## src/shared/scan_pkg.sv

```systemverilog
// constants for the boundary scan chain of the port, reset, clock and comparator cells
//
// Behaviour
// each port pin has a pull-up cell and a two-stage control/data pin cell
// idle pin cells mirror input pin, output register and direction register
// pull-up enable is not global disable, and not direction, and output register
// pin cells capture the real external pin level, not alternate function values
// analog pins bypass the chain; cells sit on the digital/analog boundary signals
// both two-wire pins carry an extra general cell on the two-wire driver enable
// the two-wire input spike filter has no cell of its own
// tester never sets output control and two-wire enable together on one pin
// reset pin has observe cells for normal reset and high-voltage programming reset
// each external oscillator has a controllable enable cell and an observe cell
// timer oscillator is scanned with the same enable and observe pair
// the internal RC oscillator output is not in the chain
// five pairs: external clock, crystal, external RC, low-frequency crystal, timer
// unused clock lines read 0, except external RC which reads 1
// tester enables at most one main clock source at a time
// tester prefers scanning an external clock over an oscillator output
// oscillator enables are scan-controllable to override sleep-mode logic
// internal capacitor configuration is not in the chain
// comparator off, bandgap select, mux select and result each have a cell
// when mux select is true the negative input takes the converter mux
// comparator cells need not be exercised for connectivity testing
// under external test the latched values drive the pins at once
// under sample/preload the update loads latches that stay off the pins
// the chain shifts least significant bit in and out first
// cell order along the chain is one fixed layout given below
package scan_pkg;

	// chain layout, bit 0 is nearest the serial output
	localparam int RST_NORMAL_POS = 0;
	localparam int RST_HV_POS     = 1;
	localparam int CLK_NUM        = 5;
	localparam int CLK_BASE       = 2;
	localparam int CMP_BASE       = 12;
	localparam int CMP_OFF        = 0;
	localparam int CMP_MUX        = 1;
	localparam int CMP_BG         = 2;
	localparam int CMP_RES        = 3;
	localparam int TWI_NUM        = 2;
	localparam int TWI_BASE       = 16;
	localparam int PIN_BASE       = 18;
	localparam int PIN_CELLS      = 3;
	localparam int PIN_PUE        = 0;
	localparam int PIN_OC         = 1;
	localparam int PIN_DATA       = 2;

	// clock option index within the clock vectors
	localparam int CLK_EXT        = 0;
	localparam int CLK_CRYSTAL    = 1;
	localparam int CLK_EXT_RC     = 2;
	localparam int CLK_LOWFREQ    = 3;
	localparam int CLK_TIMER      = 4;

	// level an unused observed clock line reads, one bit per option
	localparam logic [CLK_NUM-1:0] CLK_IDLE = 5'h04;

	// async inputs other than pins passing the synchroniser
	localparam int SYNC_FIXED     = 15;

	// pin data out and pull-up after reset, pins released
	localparam logic PIN_RESET_LEVEL = 1'h0;

endpackage
```

## src/hdl/boundary_scan_chain.sv

```systemverilog
// boundary scan cells for port pins, reset pin, clock options and comparator
`timescale 1ns/1ps
module boundary_scan_chain #(
	parameter int N_PINS = 8
)(
	input  logic                         mclk,                     // system clock, 200 MHz
	input  logic                         rstn,                     // async reset, active low
	input  logic                         tck,                      // test clock pin
	input  logic                         tdi,                      // test data in pin
	output logic                         tdo,                      // test data out
	input  logic                         capture_dr,               // tap in capture state
	input  logic                         shift_dr,                 // tap in shift state
	input  logic                         update_dr,                // tap in update state
	input  logic                         extest_sel,               // external test instruction loaded
	input  logic                         sample_sel,               // sample/preload instruction loaded
	input  logic                         global_pullup_disable,    // system pull-up disable
	input  logic [N_PINS-1:0]            pin_output_register,      // system port output bits
	input  logic [N_PINS-1:0]            pin_direction_bit,        // system direction bits
	input  logic [N_PINS-1:0]            pin_in,                   // pad input level
	output logic [N_PINS-1:0]            pin_out,                  // pad output level
	output logic [N_PINS-1:0]            pin_oe_n,                 // pad drive, low drives
	output logic [N_PINS-1:0]            pin_pullup_enable,        // pad pull-up on
	input  logic [1:0]                   two_wire_sys_enable,      // system two-wire enable
	output logic [1:0]                   two_wire_driver_enable,   // slew-limited driver on
	input  logic                         normal_reset_n_pin,       // normal reset pin level
	input  logic                         hv_program_reset,         // high-voltage reset detect
	input  logic [scan_pkg::CLK_NUM-1:0] clock_enable_sys,         // system clock option enables
	input  logic [scan_pkg::CLK_NUM-1:0] clock_line,               // raw clock option outputs
	output logic [scan_pkg::CLK_NUM-1:0] clock_enable_out,         // enables to oscillators
	input  logic                         comparator_off_sys,       // system comparator off
	input  logic                         comparator_mux_sys,       // system mux select
	input  logic                         comparator_bg_sys,        // system bandgap select
	input  logic                         comparator_result,        // analog comparator output
	output logic                         comparator_off,           // to comparator
	output logic                         comparator_mux_select,    // to comparator
	output logic                         comparator_bandgap_select,// to comparator
	output logic                         comparator_neg_from_mux   // negative input from adc mux
);

	localparam int LEN = scan_pkg::PIN_BASE + scan_pkg::PIN_CELLS * N_PINS;
	localparam int SW  = N_PINS + scan_pkg::SYNC_FIXED;

	if (N_PINS < scan_pkg::TWI_NUM)
	begin : pins_check
		$error("need at least two port pins for the two-wire cells");
	end

	// ****************************************
	// helpers
	// ****************************************

	function automatic int pin_pos(input int p, input int k);
		pin_pos = scan_pkg::PIN_BASE + scan_pkg::PIN_CELLS * p + k;
	endfunction

	function automatic int clk_pos(input int c, input int obs);
		clk_pos = scan_pkg::CLK_BASE + 2 * c + obs;
	endfunction

	// ****************************************
	// input synchronisers
	// ****************************************

	logic [SW-1:0] meta_reg;
	logic [SW-1:0] sync_reg;

	always_ff @(posedge mclk or negedge rstn)
	begin
		if (!rstn)
		begin
			meta_reg <= '0;
			sync_reg <= '0;
		end
		else
		begin
			meta_reg <= {tck, tdi, capture_dr, shift_dr, update_dr, extest_sel, sample_sel, pin_in,
				normal_reset_n_pin, hv_program_reset, clock_line, comparator_result};
			sync_reg <= meta_reg;
		end
	end

	logic                         tck_s;
	logic                         tdi_s;
	logic                         cap_s;
	logic                         shift_s;
	logic                         upd_s;
	logic                         ext_s;
	logic                         sample_s;
	logic [N_PINS-1:0]            pin_in_s;
	logic                         rst_normal_s;
	logic                         rst_hv_s;
	logic [scan_pkg::CLK_NUM-1:0] clk_line_s;
	logic                         cmp_res_s;

	assign {tck_s, tdi_s, cap_s, shift_s, upd_s, ext_s, sample_s, pin_in_s,
		rst_normal_s, rst_hv_s, clk_line_s, cmp_res_s} = sync_reg;

	// ****************************************
	// test clock edges
	// ****************************************

	logic tck_prev_reg;
	logic tck_rise;
	logic tck_fall;

	always_ff @(posedge mclk or negedge rstn)
	begin
		if (!rstn)
			tck_prev_reg <= 1'h0;
		else
			tck_prev_reg <= tck_s;
	end

	assign tck_rise = tck_s & ~tck_prev_reg;
	assign tck_fall = ~tck_s & tck_prev_reg;

	// ****************************************
	// system side values and capture vector
	// ****************************************

	logic [N_PINS-1:0]            pue_sys;
	logic [scan_pkg::CLK_NUM-1:0] clk_obs;
	logic [LEN-1:0]               cap_vec;
	logic [LEN-1:0]               latch;

	// pull-up expression
	assign pue_sys = ~{N_PINS{global_pullup_disable}} & ~pin_direction_bit & pin_output_register;

	// idle clock levels
	always_comb
	begin
		for (int c = 0; c < scan_pkg::CLK_NUM; c++)
			clk_obs[c] = clock_enable_out[c] ? clk_line_s[c] : scan_pkg::CLK_IDLE[c];
	end

	always_comb
	begin
		cap_vec = '0;
		// reset observe cells
		cap_vec[scan_pkg::RST_NORMAL_POS] = rst_normal_s;
		cap_vec[scan_pkg::RST_HV_POS]     = rst_hv_s;
		// internal options unscanned
		// five clock pairs
		for (int c = 0; c < scan_pkg::CLK_NUM; c++)
		begin
			cap_vec[clk_pos(c, 0)] = clock_enable_sys[c];
			cap_vec[clk_pos(c, 1)] = clk_obs[c];
		end
		// comparator cells
		cap_vec[scan_pkg::CMP_BASE + scan_pkg::CMP_OFF] = comparator_off_sys;
		cap_vec[scan_pkg::CMP_BASE + scan_pkg::CMP_MUX] = comparator_mux_sys;
		cap_vec[scan_pkg::CMP_BASE + scan_pkg::CMP_BG]  = comparator_bg_sys;
		cap_vec[scan_pkg::CMP_BASE + scan_pkg::CMP_RES] = cmp_res_s;
		// no spike filter cell
		// two-wire enable cells
		for (int t = 0; t < scan_pkg::TWI_NUM; t++)
			cap_vec[scan_pkg::TWI_BASE + t] = two_wire_sys_enable[t];
		// pin data cells capture the pad itself, pull-up and control cells capture the system values
		for (int p = 0; p < N_PINS; p++)
		begin
			cap_vec[pin_pos(p, scan_pkg::PIN_PUE)]  = pue_sys[p];
			cap_vec[pin_pos(p, scan_pkg::PIN_OC)]   = pin_direction_bit[p];
			cap_vec[pin_pos(p, scan_pkg::PIN_DATA)] = pin_in_s[p];
		end
	end

	// ****************************************
	// shift chain
	// ****************************************

	// fixed layout
	scan_shift_chain #(
		.LEN (LEN)
	) u_chain (
		.mclk        (mclk),
		.rstn        (rstn),
		.tck_rise    (tck_rise),
		.tck_fall    (tck_fall),
		.tdi         (tdi_s),
		.capture     (cap_s),
		.shift       (shift_s),
		.update      (upd_s),
		.capture_vec (cap_vec),
		.latch_vec   (latch),
		.tdo         (tdo)
	);

	// ****************************************
	// port pins
	// ****************************************

	// latches reach pins only under external test
	always_ff @(posedge mclk or negedge rstn)
	begin
		if (!rstn)
		begin
			pin_out           <= {N_PINS{scan_pkg::PIN_RESET_LEVEL}};
			pin_oe_n          <= '1;
			pin_pullup_enable <= {N_PINS{scan_pkg::PIN_RESET_LEVEL}};
		end
		else
		begin
			for (int p = 0; p < N_PINS; p++)
			begin
				// normal mapping
				pin_out[p]           <= ext_s ? latch[pin_pos(p, scan_pkg::PIN_DATA)] : pin_output_register[p];
				pin_oe_n[p]          <= ext_s ? ~latch[pin_pos(p, scan_pkg::PIN_OC)] : ~pin_direction_bit[p];
				pin_pullup_enable[p] <= ext_s ? latch[pin_pos(p, scan_pkg::PIN_PUE)] : pue_sys[p];
			end
		end
	end

	// two-wire drivers, filter has no cell
	always_ff @(posedge mclk or negedge rstn)
	begin
		if (!rstn)
			two_wire_driver_enable <= '0;
		else
		begin
			for (int t = 0; t < scan_pkg::TWI_NUM; t++)
				two_wire_driver_enable[t] <= ext_s ? latch[scan_pkg::TWI_BASE + t] : two_wire_sys_enable[t];
		end
	end

	// ****************************************
	// clock options
	// ****************************************

	// controllable enables
	always_ff @(posedge mclk or negedge rstn)
	begin
		if (!rstn)
			clock_enable_out <= '0;
		else
		begin
			for (int c = 0; c < scan_pkg::CLK_NUM; c++)
				clock_enable_out[c] <= ext_s ? latch[clk_pos(c, 0)] : clock_enable_sys[c];
		end
	end

	// ****************************************
	// analog comparator boundary
	// ****************************************

	// digital side of the comparator
	always_ff @(posedge mclk or negedge rstn)
	begin
		if (!rstn)
		begin
			comparator_off            <= 1'h0;
			comparator_mux_select     <= 1'h0;
			comparator_bandgap_select <= 1'h0;
		end
		else
		begin
			comparator_off            <= ext_s ? latch[scan_pkg::CMP_BASE + scan_pkg::CMP_OFF] : comparator_off_sys;
			comparator_mux_select     <= ext_s ? latch[scan_pkg::CMP_BASE + scan_pkg::CMP_MUX] : comparator_mux_sys;
			comparator_bandgap_select <= ext_s ? latch[scan_pkg::CMP_BASE + scan_pkg::CMP_BG] : comparator_bg_sys;
		end
	end

	// negative input source
	assign comparator_neg_from_mux = comparator_mux_select;

	// ****************************************
	// checks
	// ****************************************

	pullup_expr_a: assert property (@(posedge mclk) disable iff (!rstn)
		!ext_s |=> pin_pullup_enable == $past(~{N_PINS{global_pullup_disable}} & ~pin_direction_bit
			& pin_output_register))
		else $error("pull-up enable does not follow its expression");

	normal_map_a: assert property (@(posedge mclk) disable iff (!rstn)
		!ext_s |=> (pin_out == $past(pin_output_register)) && (pin_oe_n == ~$past(pin_direction_bit)))
		else $error("pins do not follow the port registers");

	extest_drive_a: assert property (@(posedge mclk) disable iff (!rstn)
		ext_s |=> (pin_out[0] == $past(latch[scan_pkg::PIN_BASE + scan_pkg::PIN_DATA]))
			&& (pin_oe_n[0] == ~$past(latch[scan_pkg::PIN_BASE + scan_pkg::PIN_OC])))
		else $error("latched value not driven under external test");

	sample_apart_a: assert property (@(posedge mclk) disable iff (!rstn)
		(sample_s && !ext_s) ##1 (!ext_s && $changed(latch)) |-> pin_out == $past(pin_output_register))
		else $error("latches reached the pins under sample");

	pin_capture_a: assert property (@(posedge mclk) disable iff (!rstn)
		(tck_rise && cap_s) |=> u_chain.shift_reg[scan_pkg::PIN_BASE + scan_pkg::PIN_DATA] == $past(pin_in_s[0]))
		else $error("pin cell did not capture the pad level");

	reset_obs_a: assert property (@(posedge mclk) disable iff (!rstn)
		(tck_rise && cap_s) |=> (u_chain.shift_reg[scan_pkg::RST_NORMAL_POS] == $past(rst_normal_s))
			&& (u_chain.shift_reg[scan_pkg::RST_HV_POS] == $past(rst_hv_s)))
		else $error("reset observe cells wrong");

	clock_idle_a: assert property (@(posedge mclk) disable iff (!rstn)
		!clock_enable_out[scan_pkg::CLK_EXT_RC] && !clock_enable_out[scan_pkg::CLK_EXT]
			|-> clk_obs[scan_pkg::CLK_EXT_RC] && !clk_obs[scan_pkg::CLK_EXT])
		else $error("unused clock line reads wrong level");

	clock_ovr_a: assert property (@(posedge mclk) disable iff (!rstn)
		ext_s ##1 ext_s |-> clock_enable_out == $past({latch[10], latch[8], latch[6], latch[4], latch[2]}))
		else $error("clock enable not taken from the chain");

	twi_enable_a: assert property (@(posedge mclk) disable iff (!rstn)
		ext_s |=> two_wire_driver_enable == $past(latch[scan_pkg::TWI_BASE + 1 : scan_pkg::TWI_BASE]))
		else $error("two-wire enable not taken from the chain");

	cmp_mux_a: assert property (@(posedge mclk) disable iff (!rstn)
		ext_s ##1 ext_s |-> comparator_neg_from_mux == $past(latch[scan_pkg::CMP_BASE + scan_pkg::CMP_MUX]))
		else $error("comparator mux select not from the chain");

	sys_follow_a: assert property (@(posedge mclk) disable iff (!rstn)
		!ext_s |=> (two_wire_driver_enable == $past(two_wire_sys_enable))
			&& (clock_enable_out == $past(clock_enable_sys)))
		else $error("enables do not follow the system side");

	cmp_drive_a: assert property (@(posedge mclk) disable iff (!rstn)
		ext_s |=> (comparator_off == $past(latch[scan_pkg::CMP_BASE + scan_pkg::CMP_OFF]))
			&& (comparator_bandgap_select == $past(latch[scan_pkg::CMP_BASE + scan_pkg::CMP_BG])))
		else $error("comparator inputs not taken from the chain");

	pullup_drive_a: assert property (@(posedge mclk) disable iff (!rstn)
		ext_s |=> pin_pullup_enable[0] == $past(latch[scan_pkg::PIN_BASE + scan_pkg::PIN_PUE]))
		else $error("pull-up not taken from the chain");

	clock_capture_a: assert property (@(posedge mclk) disable iff (!rstn)
		(tck_rise && cap_s) |=> (u_chain.shift_reg[clk_pos(scan_pkg::CLK_EXT_RC, 1)]
			== $past(clk_obs[scan_pkg::CLK_EXT_RC])))
		else $error("observed clock line not captured");

	cmp_capture_a: assert property (@(posedge mclk) disable iff (!rstn)
		(tck_rise && cap_s) |=> u_chain.shift_reg[scan_pkg::CMP_BASE + scan_pkg::CMP_RES] == $past(cmp_res_s))
		else $error("comparator result not captured");

	twi_capture_a: assert property (@(posedge mclk) disable iff (!rstn)
		(tck_rise && cap_s) |=> u_chain.shift_reg[scan_pkg::TWI_BASE + 1] == $past(two_wire_sys_enable[1]))
		else $error("two-wire enable not captured");

	oc_capture_a: assert property (@(posedge mclk) disable iff (!rstn)
		(tck_rise && cap_s) |=> u_chain.shift_reg[scan_pkg::PIN_BASE + scan_pkg::PIN_OC] == $past(pin_direction_bit[0]))
		else $error("output control cell did not capture direction");

endmodule

```

## src/hdl/scan_shift_chain.sv

```systemverilog
// serial capture, shift and update stages of the scan chain
`timescale 1ns/1ps
module scan_shift_chain #(
	parameter int LEN = 32
)(
	input  logic           mclk,        // system clock
	input  logic           rstn,        // async reset, active low
	input  logic           tck_rise,    // one-cycle pulse on test clock rise
	input  logic           tck_fall,    // one-cycle pulse on test clock fall
	input  logic           tdi,         // synchronised serial in
	input  logic           capture,     // capture state level
	input  logic           shift,       // shift state level
	input  logic           update,      // update state level
	input  logic [LEN-1:0] capture_vec, // parallel values to capture
	output logic [LEN-1:0] latch_vec,   // update latches
	output logic           tdo          // serial out
);

	logic [LEN-1:0] shift_reg;

	if (LEN < 2)
	begin : len_check
		$error("scan chain too short");
	end

	// lsb first
	always_ff @(posedge mclk or negedge rstn)
	begin
		if (!rstn)
			shift_reg <= '0;
		else if (tck_rise && capture)
			shift_reg <= capture_vec;
		else if (tck_rise && shift)
			shift_reg <= {tdi, shift_reg[LEN-1:1]};
	end

	// update loads latches
	always_ff @(posedge mclk or negedge rstn)
	begin
		if (!rstn)
			latch_vec <= '0;
		else if (tck_fall && update)
			latch_vec <= shift_reg;
	end

	always_ff @(posedge mclk or negedge rstn)
	begin
		if (!rstn)
			tdo <= 1'h0;
		else
			tdo <= shift_reg[0];
	end

	shift_order_a: assert property (@(posedge mclk) disable iff (!rstn)
		(tck_rise && shift && !capture) |=> (shift_reg[LEN-1] == $past(tdi)) && (shift_reg[0] == $past(shift_reg[1])))
		else $error("chain did not shift lsb first");

	update_load_a: assert property (@(posedge mclk) disable iff (!rstn)
		(tck_fall && update) |=> (latch_vec == $past(shift_reg)))
		else $error("update did not load latches");

endmodule

```

## config.mk

```make
export PLATFORM = sky130hd
export DESIGN_NAME = boundary_scan_chain
export DESIGN_NICKNAME = d
export VERILOG_FILES = /design/src/shared/scan_pkg.sv /design/src/hdl/boundary_scan_chain.sv /design/src/hdl/scan_shift_chain.sv
export SDC_FILE = /design/constraint.sdc
export NUM_CORES = 1
export LEC_CHECK = 0
export BUFFER_PORTS_ARGS = -buffer_cell sky130_fd_sc_hd__buf_2
export CELL_PAD_IN_SITES_DETAIL_PLACEMENT = 2
export CELL_PAD_IN_SITES_GLOBAL_PLACEMENT = 2
export CORE_MARGIN = 2
export CORE_UTILIZATION = 39
export DETAILED_ROUTE_END_ITERATION = 8
export GPL_TIMING_DRIVEN = 0
export PLACE_DENSITY_LB_ADDON = 0.1
export SYNTH_ARGS = -nofsm -noshare
export SYNTH_HDL_FRONTEND = slang
export SYNTH_SLANG_ARGS = --single-unit
```

## constraint.sdc

```tcl
create_clock -name mclk -period 1.89 [get_ports mclk]
set_clock_uncertainty 0.15 [all_clocks]
set_input_delay 0.189 -clock mclk [delete_from_list [all_inputs] [get_ports mclk]]
set_output_delay 0.189 -clock mclk [all_outputs]
set_load 0.02 [all_outputs]
```

---- Word-level counts from Yosys, hierarchy flattened ----
Index checks and enable logic that the tools add are counted.
operators by class
  magnitude comparators ................... 0
  multipliers ............................. 0
  multiplexer cells ....................... 41
  bitwise gates (word level) .............. 24
  equality and inequality tests ........... 0
  div/mod/pow operators ................... 0
  shift operators ......................... 0
  add/subtract/negate cells ............... 0
  reduce and logical (&&, ||, !) cells .... 4
operator list
  kind                number
  2-to-1 mux 42 bit   2
  2-to-1 mux 1 bit    39
  inverter 1 bit      18
  AND 8 bit           2
  inverter 8 bit      2
  logical AND 1 bit   3
  AND 1 bit           2
  nonzero test 2 bit  1
word-level totals
  output and inout bits ................... 36
  bits in read-only memories .............. 0
  bits in latches ......................... 0
  input port bits ......................... 52
  memories kept ........................... 0
  word-level logic and storage cells ...... 83
  register bits after elaboration ......... 166
  RAM bits ................................ 0

---- Longest topological paths before layout ----
Gate-level depths: netlist of run 1.
  word-level depth ........................ 5
  gate-level depth with buffers ........... 6
  depth with buffers taken out ............ 3

---- Cells and area by module ----
A second synthesis of run 1 with hierarchy kept.
second synthesis, totals
  cell total of the unflattened synthesis .. 463
  area, all modules ....................... 6,439.9 um^2
modules (own cells, without submodules)
  module               cells an instance  area an instance (um^2)  seq. area each (um^2)  instances
  scan_shift_chain     329                3,763.6                  2,127.0                1
  boundary_scan_chain  134                2,676.3                  1,986.9                1

---- Worst setup path before layout of run 1 ----
OpenSTA, ideal clock, no wires.
  kind .................................... flip-flop to flip-flop
  start point ............................. register sync_reg[22]
  end point ............................... register u_chain.latch_vec[29]
  path slack .............................. 0.459 ns
  path buffers ............................ 2
  required time ........................... 1.613 ns
  arrival time ............................ 1.154 ns
  setup time .............................. 0.127 ns
  clock period less this slack ............ 1.431 ns
  stages on the path, launching flop included .. 5
  cells stage by stage .................... dfrtp_1 > nand3b_1 > buf_4 > buf_6 > mux2_1
between the ends
  longest elaborated chain between the ends .. 3
RTL lines
  item                      line                        source
  start: declaration        boundary_scan_chain.sv:65   logic [SW-1:0] sync_reg;
  start signal: assignment  boundary_scan_chain.sv:78   sync_reg <= meta_reg;
  inverter 1 bit            boundary_scan_chain.sv:115  assign tck_fall = ~tck_s & tck_prev_reg;
  AND 1 bit                 boundary_scan_chain.sv:115
  logical AND 1 bit         scan_shift_chain.sv:42      else if (tck_fall && update)
  end signal: assignment    scan_shift_chain.sv:43      latch_vec <= shift_reg;
  end: declaration          scan_shift_chain.sv:15      output logic [LEN-1:0] latch_vec,
No other way between the ends.
A chain may end at the register's enable or synchronous reset.

---- Worst setup path in the final report of run 1 ----
  start point ............................. register tck_prev_reg
  end point ............................... register u_chain.shift_reg[35]
between the ends
  longest elaborated chain between the ends .. 4
  elaborated cells between the ends (all ways) .. 6
  classes of those cells .................. 1 x mux; 2 x bitwise; 3 x reduce/logical
RTL lines
  item                                                     line                                            source
  start: declaration                                       boundary_scan_chain.sv:102                      logic tck_prev_reg;
  start signal: assignment                                 boundary_scan_chain.sv:111                      tck_prev_reg <= tck_s;
  inverter 1 bit (*)                                       boundary_scan_chain.sv:114                      assign tck_rise = tck_s & ~tck_prev_reg;
  AND 1 bit (*)                                            boundary_scan_chain.sv:114
  logical AND 1 bit, on equally long branches              scan_shift_chain.sv:31, scan_shift_chain.sv:33
  2-to-1 mux 42 bit or nonzero test 2 bit (tied branches)  n/a
  end signal: assignment                                   scan_shift_chain.sv:32                          shift_reg <= capture_vec;
  end signal: assignment                                   scan_shift_chain.sv:34                          shift_reg <= {tdi, shift_reg[LEN-1:1]};
  end: declaration                                         scan_shift_chain.sv:19                          logic [LEN-1:0] shift_reg;
Mark *: on every way between the ends. The rest lies on a longest branch, timed or not.

==> impl_metrics.ini, run 1 <==
[outcome]
status = finished clean

[worst_setup_path]
crit_slowest_cell = clkbuf_1
worst_ep_required_time_ns = 2.09
critical_path_depth = 4
rr_worst_depth = 4
cpLargestDelayFamily = buffers and inverters
critPathMaxStageDelay_ns = 0.51
reg2reg_slack_ns = 0.16
crit_fanout = 10
critPathBufInv = 1
arrival_ns = 1.92
cp_cell_sequence = and2b_1 > clkbuf_1 > o22ai_1 > a21oi_1
crit_path_end_kind = register
crit_path_start_kind = register
critical_path_class = reg -> reg

[sta]
period_minus_slack_ns = 1.73
fmax_mhz = 579
finalSetupViolations = 0
fin_crit_sh_pct = 91.4
rsz0062_at_grt = false
final_max_slew_viol_count = 0
relSlewSlack_pct = 52.4
finalHoldViolCount = 0
worst_pin_slew_ns = 0.714

[pwr]
p_switching_mw = 2.48
powerDensity_nw_per_um2 = 1300
vdd_drop_max_mv = 0.620
swShare_pct = 25.2
intPower_mw = 7.35
cellLeakagePower_nw = 3.44
p_comb_share_pct = 14.0
power_frac_clock_pct = 42.2
pwr-share-seq_pct = 43.8

[floorplan]
rows = 44
initial_utilization_pct = 39.5
die_height_um = 125
fp.coreArea_um2 = 14400
dieArea_um2 = 15600
chipWidth_um = 125
num_io_pins = 88

[worst_hold_path]
min_path_type = in -> async

[clock_network]
cts_root_buffer = clkbuf_16
cts_buffers = 17
cts.clk_slew.worst_paths_ns = 0.06
insertion_delay_ns = 0.43
clock-sinks = 156
cts_max_level = 4
cts_buffer_depth = 2
cts_tree = done

[synthesis]
avgSynthCellArea_um2 = 14.2
async_flop_share_pct = 100
synth-edff-count = 0
synth_nets = 451
ys_ff_latch = 156
yosysSeqAreaShare_pct = 68.9
yosysTopAreaCell = dfrtp_1
synth_ff_type = dfrtp_1
syn_inst = 399
yosys_warnings = 0
synth_top_area_share_pct = 65.2
ys_types = 31
syn_area_um2 = 5680
netlist_top_cells_area = dfrtp_1 (65%), mux2_2 (9.5%), o22ai_1 (3.7%)

[layout]
layout_common_cells = dfrtp_1 (148), buf_2 (97), dlygate4sd3_1 (49), mux2_2 (48), o22ai_1 (34)
final_cells = 751
final_common_cell = dfrtp_1
drive_above_1_share_pct = 34.6
diodes = 0
num-nets-final = 606
largest_reg_flops = 42
post-route-util_pct = 52.8
fill_cells = 1336
area_growth_pct = 33.6
design_area_um2 = 7590

[routing]
dr.pass1.iters = 4
avgViaCountPerCell = 5.27
vias = 3957
route.detailed.drc = 0
routed_wl_um = 15700
antenna_left = 0
post_drt_wl_per_cell_um = 20.9
drt-initial-drc-count = 153

[global_routing]
antenna_found_initial = 0
use_met2_pct = 38.3
busiest_layer = met2
grt_pass1_wl_um = 25600
grt_overflow = 0
grt_max_degree = 91
use_met3_pct = 4.42
global_route.usage.met1_pct = 26.4
track_usage_pct = 21.7
grt_pass1_vias = 4648

[place]
dp_cells = 669
portBuffers = 85
hpwlAfterDp_um = 9470
place_area_um2 = 6370
gp_congestion = 0.764

[job]
maxCapViolCount = 0
## area by class of cell
type / instances / area, um^2 / share of cell area, %
well taps: 184 / 230 / 3.03
flip-flops and latches: 156 / 3910 / 51.5
inverters: 4 / 15.0 / 0.198
clock buffers: 18 / 429 / 5.65
clock inverters: 14 / 290 / 3.82
repair buffers: 137 / 965 / 12.7
plain buffers: 27 / 155 / 2.04
multi-input cells: 211 / 1590 / 21.0
## what timing repair did
item / in CTS / in global routing
hold endpoints to repair: 143 / 0
setup endpoints to repair: 0 / 4
gates resized for setup: 0 / 0
hold buffers: 49 / 0
buffers inserted: 0 / 2
## final timing paths
kind	startpoint	to
worst min-delay path	rstn	two_wire_driver_enable[0]
max in group asynchronous	rstn	pin_oe_n[7]
worst max-delay path	tck_prev_reg	u_chain.shift_reg[35]
min in group mclk	meta_reg[13]	sync_reg[13]
worst max register to register	tck_prev_reg	u_chain.shift_reg[35]
worst min register to register	meta_reg[13]	sync_reg[13]
## worst reg2reg max path: stages (launching register included)
cell and delay, ns:
dfrtp_1 0.40, and2b_1 0.25, clkbuf_1 0.51, o22ai_1 0.18, a21oi_1 0.16
## layer usage
metal / wire length (um) / up-vias
met5: 0 / -
met4: 278 / 0
met3: 422 / 19
met2: 8310 / 78
met1: 6720 / 2086
li1: - / 1774
## cell usage after synthesis (2+ instances only)
| library cell | number |
|---|---|
| o21ai_0 | 9 |
| buf_2 | 13 |
| nand3b_1 | 2 |
| nand2_1 | 17 |
| dfstp_2 | 8 |
| a32oi_1 | 4 |
| a22oi_1 | 16 |
| clkbuf_1 | 7 |
| nor3_1 | 2 |
| mux2_2 | 48 |
| buf_4 | 4 |
| buf_6 | 3 |
| nor2_1 | 13 |
| a211oi_1 | 5 |
| nand2b_1 | 3 |
| o2bb2ai_1 | 19 |
| a21oi_1 | 19 |
| mux2_1 | 3 |
| mux2i_1 | 8 |
| a221oi_1 | 2 |
| o22ai_1 | 34 |
| inv_1 | 4 |
| dfrtp_1 | 148 |
## through the flow
stage               total power, mW  setup slack (ns)  hold WS, ns  TNS [ns]
floorplan                      5.07             0.459       -0.257         0
global placement               5.53             -1.85        0.147   -279.69
detailed placement             5.63             0.136       0.0767         0
finish                         9.84             0.162        0.161         0
CTS                            9.95            0.0731        0.188         0
global route                   10.3            0.0831        0.198         0
## power by group through the flow
stage / clock network (mW) / logic, mW / registers [mW]
2_1_floorplan: 0 / 0.647 / 4.42
3_3_place_gp: 0 / 1.22 / 4.31
3_5_place_dp: 0 / 1.28 / 4.35
4_1_cts: 4.24 / 1.40 / 4.31
5_1_grt: 4.37 / 1.52 / 4.38
6_report: 4.15 / 1.38 / 4.30
## kinds of logic (layout without fill, tap and decap cells)
family / count (synthesis) / count (layout) / synth area share [%]
mux: 59 / 59 / 11.5
buf+inv: 32 / 200 / 3.06
compound gates: 110 / 110 / 13.1
simple gates: 42 / 42 / 3.44
flops: 156 / 156 / 68.9
(Power assumes the default switching activity.)
==> run 2, diff against run 1 <==
--- a/config.mk
+++ b/config.mk
@@ -8,11 +8,13 @@
 export BUFFER_PORTS_ARGS = -buffer_cell sky130_fd_sc_hd__buf_2
 export CELL_PAD_IN_SITES_DETAIL_PLACEMENT = 2
 export CELL_PAD_IN_SITES_GLOBAL_PLACEMENT = 2
+export CORE_ASPECT_RATIO = 1.25
 export CORE_MARGIN = 2
-export CORE_UTILIZATION = 39
+export CORE_UTILIZATION = 40
 export DETAILED_ROUTE_END_ITERATION = 8
 export GPL_TIMING_DRIVEN = 0
 export PLACE_DENSITY_LB_ADDON = 0.1
 export SYNTH_ARGS = -nofsm -noshare
 export SYNTH_HDL_FRONTEND = slang
+export SYNTH_HIERARCHICAL = 1
 export SYNTH_SLANG_ARGS = --single-unit
==> run 2 against run 1 <==
  * Register-to-register slack about the same
  * Die area increased by 5.4%
  * Combinational power rose by 14%
  * Wire length is 8.6% higher
  * Sequential cell count unchanged
  * Core utilization increased by 0.34 points
  * Synthesized cell count increased by 12%
  * Sequential share of layout area fell by 2.5 points
  * Non-clock buffer count increased by 8
  * Final cell count increased by 6.0%
==> impl_metrics.ini, run 2 <==
[outcome]
status = finished clean

[worst_hold_path]
min_path_type = in -> reg
min_path_cells = 4
hp-start = global_pullup_disable
hold_path_end = u_chain/shift_reg[39]

[worst_setup_path]
rr_worst_depth = 6
crit_path_end_kind = register
regToRegStartpoint = sync_reg[22]
critPathLaunch = sync_reg[22]
crit_fanout = 10
reg2reg_slack_ns = 0.15
critical_path_class = reg -> reg
worst_ep_required_time_ns = 2.07
rr_endpoint = u_chain/shift_reg[32]
crit_path_start_kind = register
arrival_ns = 1.92

[pwr]
power_frac_clock_pct = 38.7
swShare_pct = 27.2
cellLeakagePower_nw = 3.58
intPower_mw = 7.14
vdd_drop_max_mv = 0.617
power_mw = 9.82
p_switching_mw = 2.67
p_comb_share_pct = 16.1
pwr-share-seq_pct = 45.2
powerDensity_nw_per_um2 = 1230

[clock_network]
insertion_delay_ns = 0.43
cts_buffers = 17
cts_buffer_depth = 2
clock-sinks = 156
cts_root_buffer = clkbuf_16
cts_max_level = 4
cts.clk_slew.worst_paths_ns = 0.06
cts_resized = 0
cts_tree = done

[sta]
setup_slack_ns = 0.149
worst_pin_slew_ns = 0.676
fin_hold_ws_ns = 0.0777
period_minus_slack_ns = 1.74
fin_crit_sh_pct = 92.1
fmax_mhz = 574
rsz0062_at_grt = false
final_max_slew_viol_count = 0
relSlewSlack_pct = 55.0
finalSetupViolations = 0
finalHoldViolCount = 0
tns_ns = 0

[routing]
dr.pass1.iters = 4
vias = 4309
post_drt_wl_per_cell_um = 21.4
routed_wl_um = 17100
antenna_left = 0
drt-initial-drc-count = 111
avgViaCountPerCell = 5.41
route.detailed.drc = 0

[synthesis]
yosys_warnings = 6
syn_inst = 447
syn_area_um2 = 6150
synth_nets = 499
avgSynthCellArea_um2 = 13.8

[global_routing]
antenna_found_initial = 0
grt_overflow = 0
grt_pass1_vias = 5011
grt_max_degree = 85
track_usage_pct = 22.5
grt_pass1_wl_um = 27700

[layout]
layout_common_cells = dfrtp_1 (148), nor3_1 (114), buf_2 (103), dlygate4sd3_1 (49), o22ai_1 (42)
design_area_um2 = 7990
drive_above_1_share_pct = 34.4
largest_reg_flops = 42
area_growth_pct = 29.8
diodes = 0
final_common_cell = dfrtp_1
num-nets-final = 653

[place]
place_area_um2 = 6840
portBuffers = 85
gp_congestion = 0.731
pre_cts_slack_ns = 0.180
hpwlAfterDp_um = 10100

[job]
maxCapViolCount = 0

[floorplan]
rows = 50
die_height_um = 143
chipWidth_um = 115
fp.coreArea_um2 = 15000
num_io_pins = 88
dieArea_um2 = 16400
initial_utilization_pct = 41.0
## run 2: worst max-delay path, stage by stage, from the launching register on
cell and delay [ns]:
dfrtp_1 0.40, nor2b_1 0.17, buf_6 0.14, nand2_2 0.13
buf_2 0.28, o22ai_1 0.15, nor3_1 0.21
## run 2: layout make-up
class | count | area [um^2]
Fill cell | 1412 | 7030
Sequential cell | 156 | 3910
Multi-Input combinational cell | 254 | 1960
Timing Repair Buffer | 135 | 950
Clock buffer | 18 | 439
Buffer | 37 | 279
Tap cell | 182 | 228
Clock inverter | 14 | 219
## run 2: power groups by stage
stage	Sequential [mW]	Clock [mW]	Combinational, mW
after floorplan	4.56	0	0.787
after global placement	4.42	0	1.41
after detailed placement	4.47	0	1.49
after CTS	4.43	3.87	1.60
after global routing	4.52	3.99	1.73
final	4.44	3.80	1.58
## run 2: per-layer routing
| metal | GRT usage (%) | routed length (um) |
|---|---|---|
| met1 | 26.7 | 6970 |
| met2 | 40.9 | 9450 |
| met3 | 3.31 | 390 |
| met4 | 8.24 | 263 |
| met5 | 0 | 0 |
## run 2: how the worst max path moves through the flow
stage	endpoint	slack, ns	depth (start not counted)
floorplan	u_chain/latch_vec[21]	0.52	4
CTS	u_chain/shift_reg[33]	0.12	6
global route	u_chain/shift_reg[40]	0.04	6
finish	u_chain/shift_reg[32]	0.15	6
global placement	meta_reg[21]	-1.81	1
detailed placement	u_chain/shift_reg[33]	0.18	6
## run 2: stage by stage
step | cells | util, %
3_3_place_gp | 714 | 45.3
5_1_grt | 796 | 53.2
3_5_place_dp | 715 | 45.5
6_report | 796 | 53.2
2_1_floorplan | 447 | -
4_1_cts | 796 | 53.2
## run 2: timing repair
| action | 4_1_cts | 5_1_grt |
|---|---|---|
| hold buffers | 49 | 0 |
| buffers inserted | 0 | 0 |
| endpoints found under the hold margin | 133 | 0 |
==> run 3, diff against run 2 <==
--- a/config.mk
+++ b/config.mk
@@ -8,7 +8,7 @@
 export BUFFER_PORTS_ARGS = -buffer_cell sky130_fd_sc_hd__buf_2
 export CELL_PAD_IN_SITES_DETAIL_PLACEMENT = 2
 export CELL_PAD_IN_SITES_GLOBAL_PLACEMENT = 2
-export CORE_ASPECT_RATIO = 1.25
+export CORE_ASPECT_RATIO = 0.5
 export CORE_MARGIN = 2
 export CORE_UTILIZATION = 40
 export DETAILED_ROUTE_END_ITERATION = 8
==> run 3 against run 2 <==
  * Via count is 1.9% lower
  * Highest routed layer unchanged
  * Total power decreased by 4.1%
  * Count of clock-buffer cells in the layout rose by 4
  * Fmax decreased by 1.7%
  * Setup slack worse by 0.031 ns
  * Sequential cell count unchanged
==> impl_metrics.ini, run 3 (synthesized netlist as in run 2, its figures left out) <==
[global_routing]
antenna_found_initial = 0
grt_max_degree = 121
grt_pass1_vias = 4872
grt_pass1_wl_um = 26700
track_usage_pct = 21.7
grt_overflow = 0

[place]
pre_cts_slack_ns = 0.129
place_area_um2 = 6860
hpwlAfterDp_um = 9890
dp_cells = 731
portBuffers = 85
gp_congestion = 0.706

[pwr]
power_mw = 9.42
cellLeakagePower_nw = 3.53
powerDensity_nw_per_um2 = 1190
vdd_drop_max_mv = 0.660

[layout]
design_area_um2 = 7940
fill_cells = 1429
num-nets-final = 653
final_cells = 812
area_growth_pct = 29.1
largest_reg_flops = 42
final_common_cell = dfrtp_1
layout_common_cells = dfrtp_1 (148), nor3_1 (114), buf_2 (103), dlygate4sd3_1 (49), o22ai_1 (42)
drive_above_1_share_pct = 34.0
diodes = 0

[routing]
dr.pass1.iters = 4
antenna_left = 0
drt-initial-drc-count = 168
avgViaCountPerCell = 5.21
vias = 4229
route.detailed.drc = 0
post_drt_wl_per_cell_um = 20.2
routed_wl_um = 16400

[worst_hold_path]
min_path_type = in -> reg

[floorplan]
chipWidth_um = 179
rows = 31
num_io_pins = 88
dieArea_um2 = 16400
fp.coreArea_um2 = 14700
die_height_um = 91.7
initial_utilization_pct = 41.7

[clock_network]
cts_buffer_depth = 2
hold_buffers = 49
cts_root_buffer = clkbuf_16
cts_max_level = 4
postCtsSetupRepairBufs = 0
clock-sinks = 156
insertion_delay_ns = 0.42
cts_resized = 0
cts.clk_slew.worst_paths_ns = 0.06
cts_tree = done
cts_buffers = 17

[worst_setup_path]
critPathMaxStageDelay_ns = 0.38
crit_path_end_kind = register
worst_ep_required_time_ns = 2.04
cp_cell_sequence = nor2b_1 > nand2_1 > buf_4 > mux2_1
crit_slowest_cell = dfrtp_1
crit_fanout = 10
crit_path_start_kind = register
critical_path_class = reg -> reg
arrival_ns = 1.92

[sta]
finalHoldViolCount = 0
worst_pin_slew_ns = 0.598
finalSetupViolations = 0
relSlewSlack_pct = 60.1
period_minus_slack_ns = 1.77
final_max_slew_viol_count = 0
rsz0062_at_grt = false
fin_crit_sh_pct = 93.8
fmax_mhz = 564
setup_slack_ns = 0.118

[job]
maxCapViolCount = 0

[outcome]
status = finished clean
[run 3: final cells by class]
cell class | count | area [um^2] | share of cell area (%)
Buffer | 37 | 279 | 3.51
Clock buffer | 22 | 474 | 5.97
Clock inverter | 10 | 115 | 1.45
Multi-Input combinational cell | 254 | 1960 | 24.6
Sequential cell | 156 | 3910 | 49.3
Tap cell | 198 | 248 | 3.12
Timing Repair Buffer | 135 | 953 | 12.0
[run 3: path summary, 6_finish.rpt]
| check | cells past startpoint | from | end | slack, ns |
|---|---|---|---|---|
| max in group asynchronous | 3 | rstn | meta_reg[3] | 0.64 |
| setup reg to reg | 4 | tck_prev_reg | u_chain/latch_vec[32] | 0.12 |
| hold / removal | 4 | global_pullup_disable | u_chain/shift_reg[33] | 0.07 |
| hold reg to reg | 0 | meta_reg[1] | sync_reg[1] | 0.20 |
| setup / recovery | 4 | tck_prev_reg | u_chain/latch_vec[32] | 0.12 |
| min in group asynchronous | 2 | rstn | pin_pullup_enable[2] | 0.08 |
[run 3: metrics by stage]
| stage | TNS [ns] | hold WS [ns] | util [%] |
|---|---|---|---|
| 6_report | 0 | 0.0736 | 53.9 |
| 5_1_grt | 0 | 0.0901 | 53.9 |
| 4_1_cts | 0 | 0.0653 | 53.9 |
| 3_5_place_dp | 0 | -0.0659 | 46.5 |
| 3_3_place_gp | -294.19 | 0.147 | 46.3 |
| 2_1_floorplan | 0 | -0.257 | - |
[run 3: critical path: cells and delay by family (launching register included)]
kind                   cells  cell delay [ns]
buffers and inverters      1             0.30
and+or+nand+nor            2             0.47
muxes                      1             0.35
DFF                        1             0.38
[run 3: metal layers]
metal	share of wire (%)	global-route usage, %	vias to the layer above	routed length, um
met3	3.2	5.43	10	521
li1	-	-	1940	-
met1	46	28.0	2211	7610
met5	0	0	-	0
met2	50	36.7	68	8190
met4	0.70	5.17	0	115
[run 3: power by group]
| group | switching [mW] | internal [mW] |
|---|---|---|
| Clock | 1.38 | 2.05 |
| Sequential | 0.423 | 4.01 |
| Combinational | 0.805 | 0.753 |
| Total | 2.61 | 6.81 |
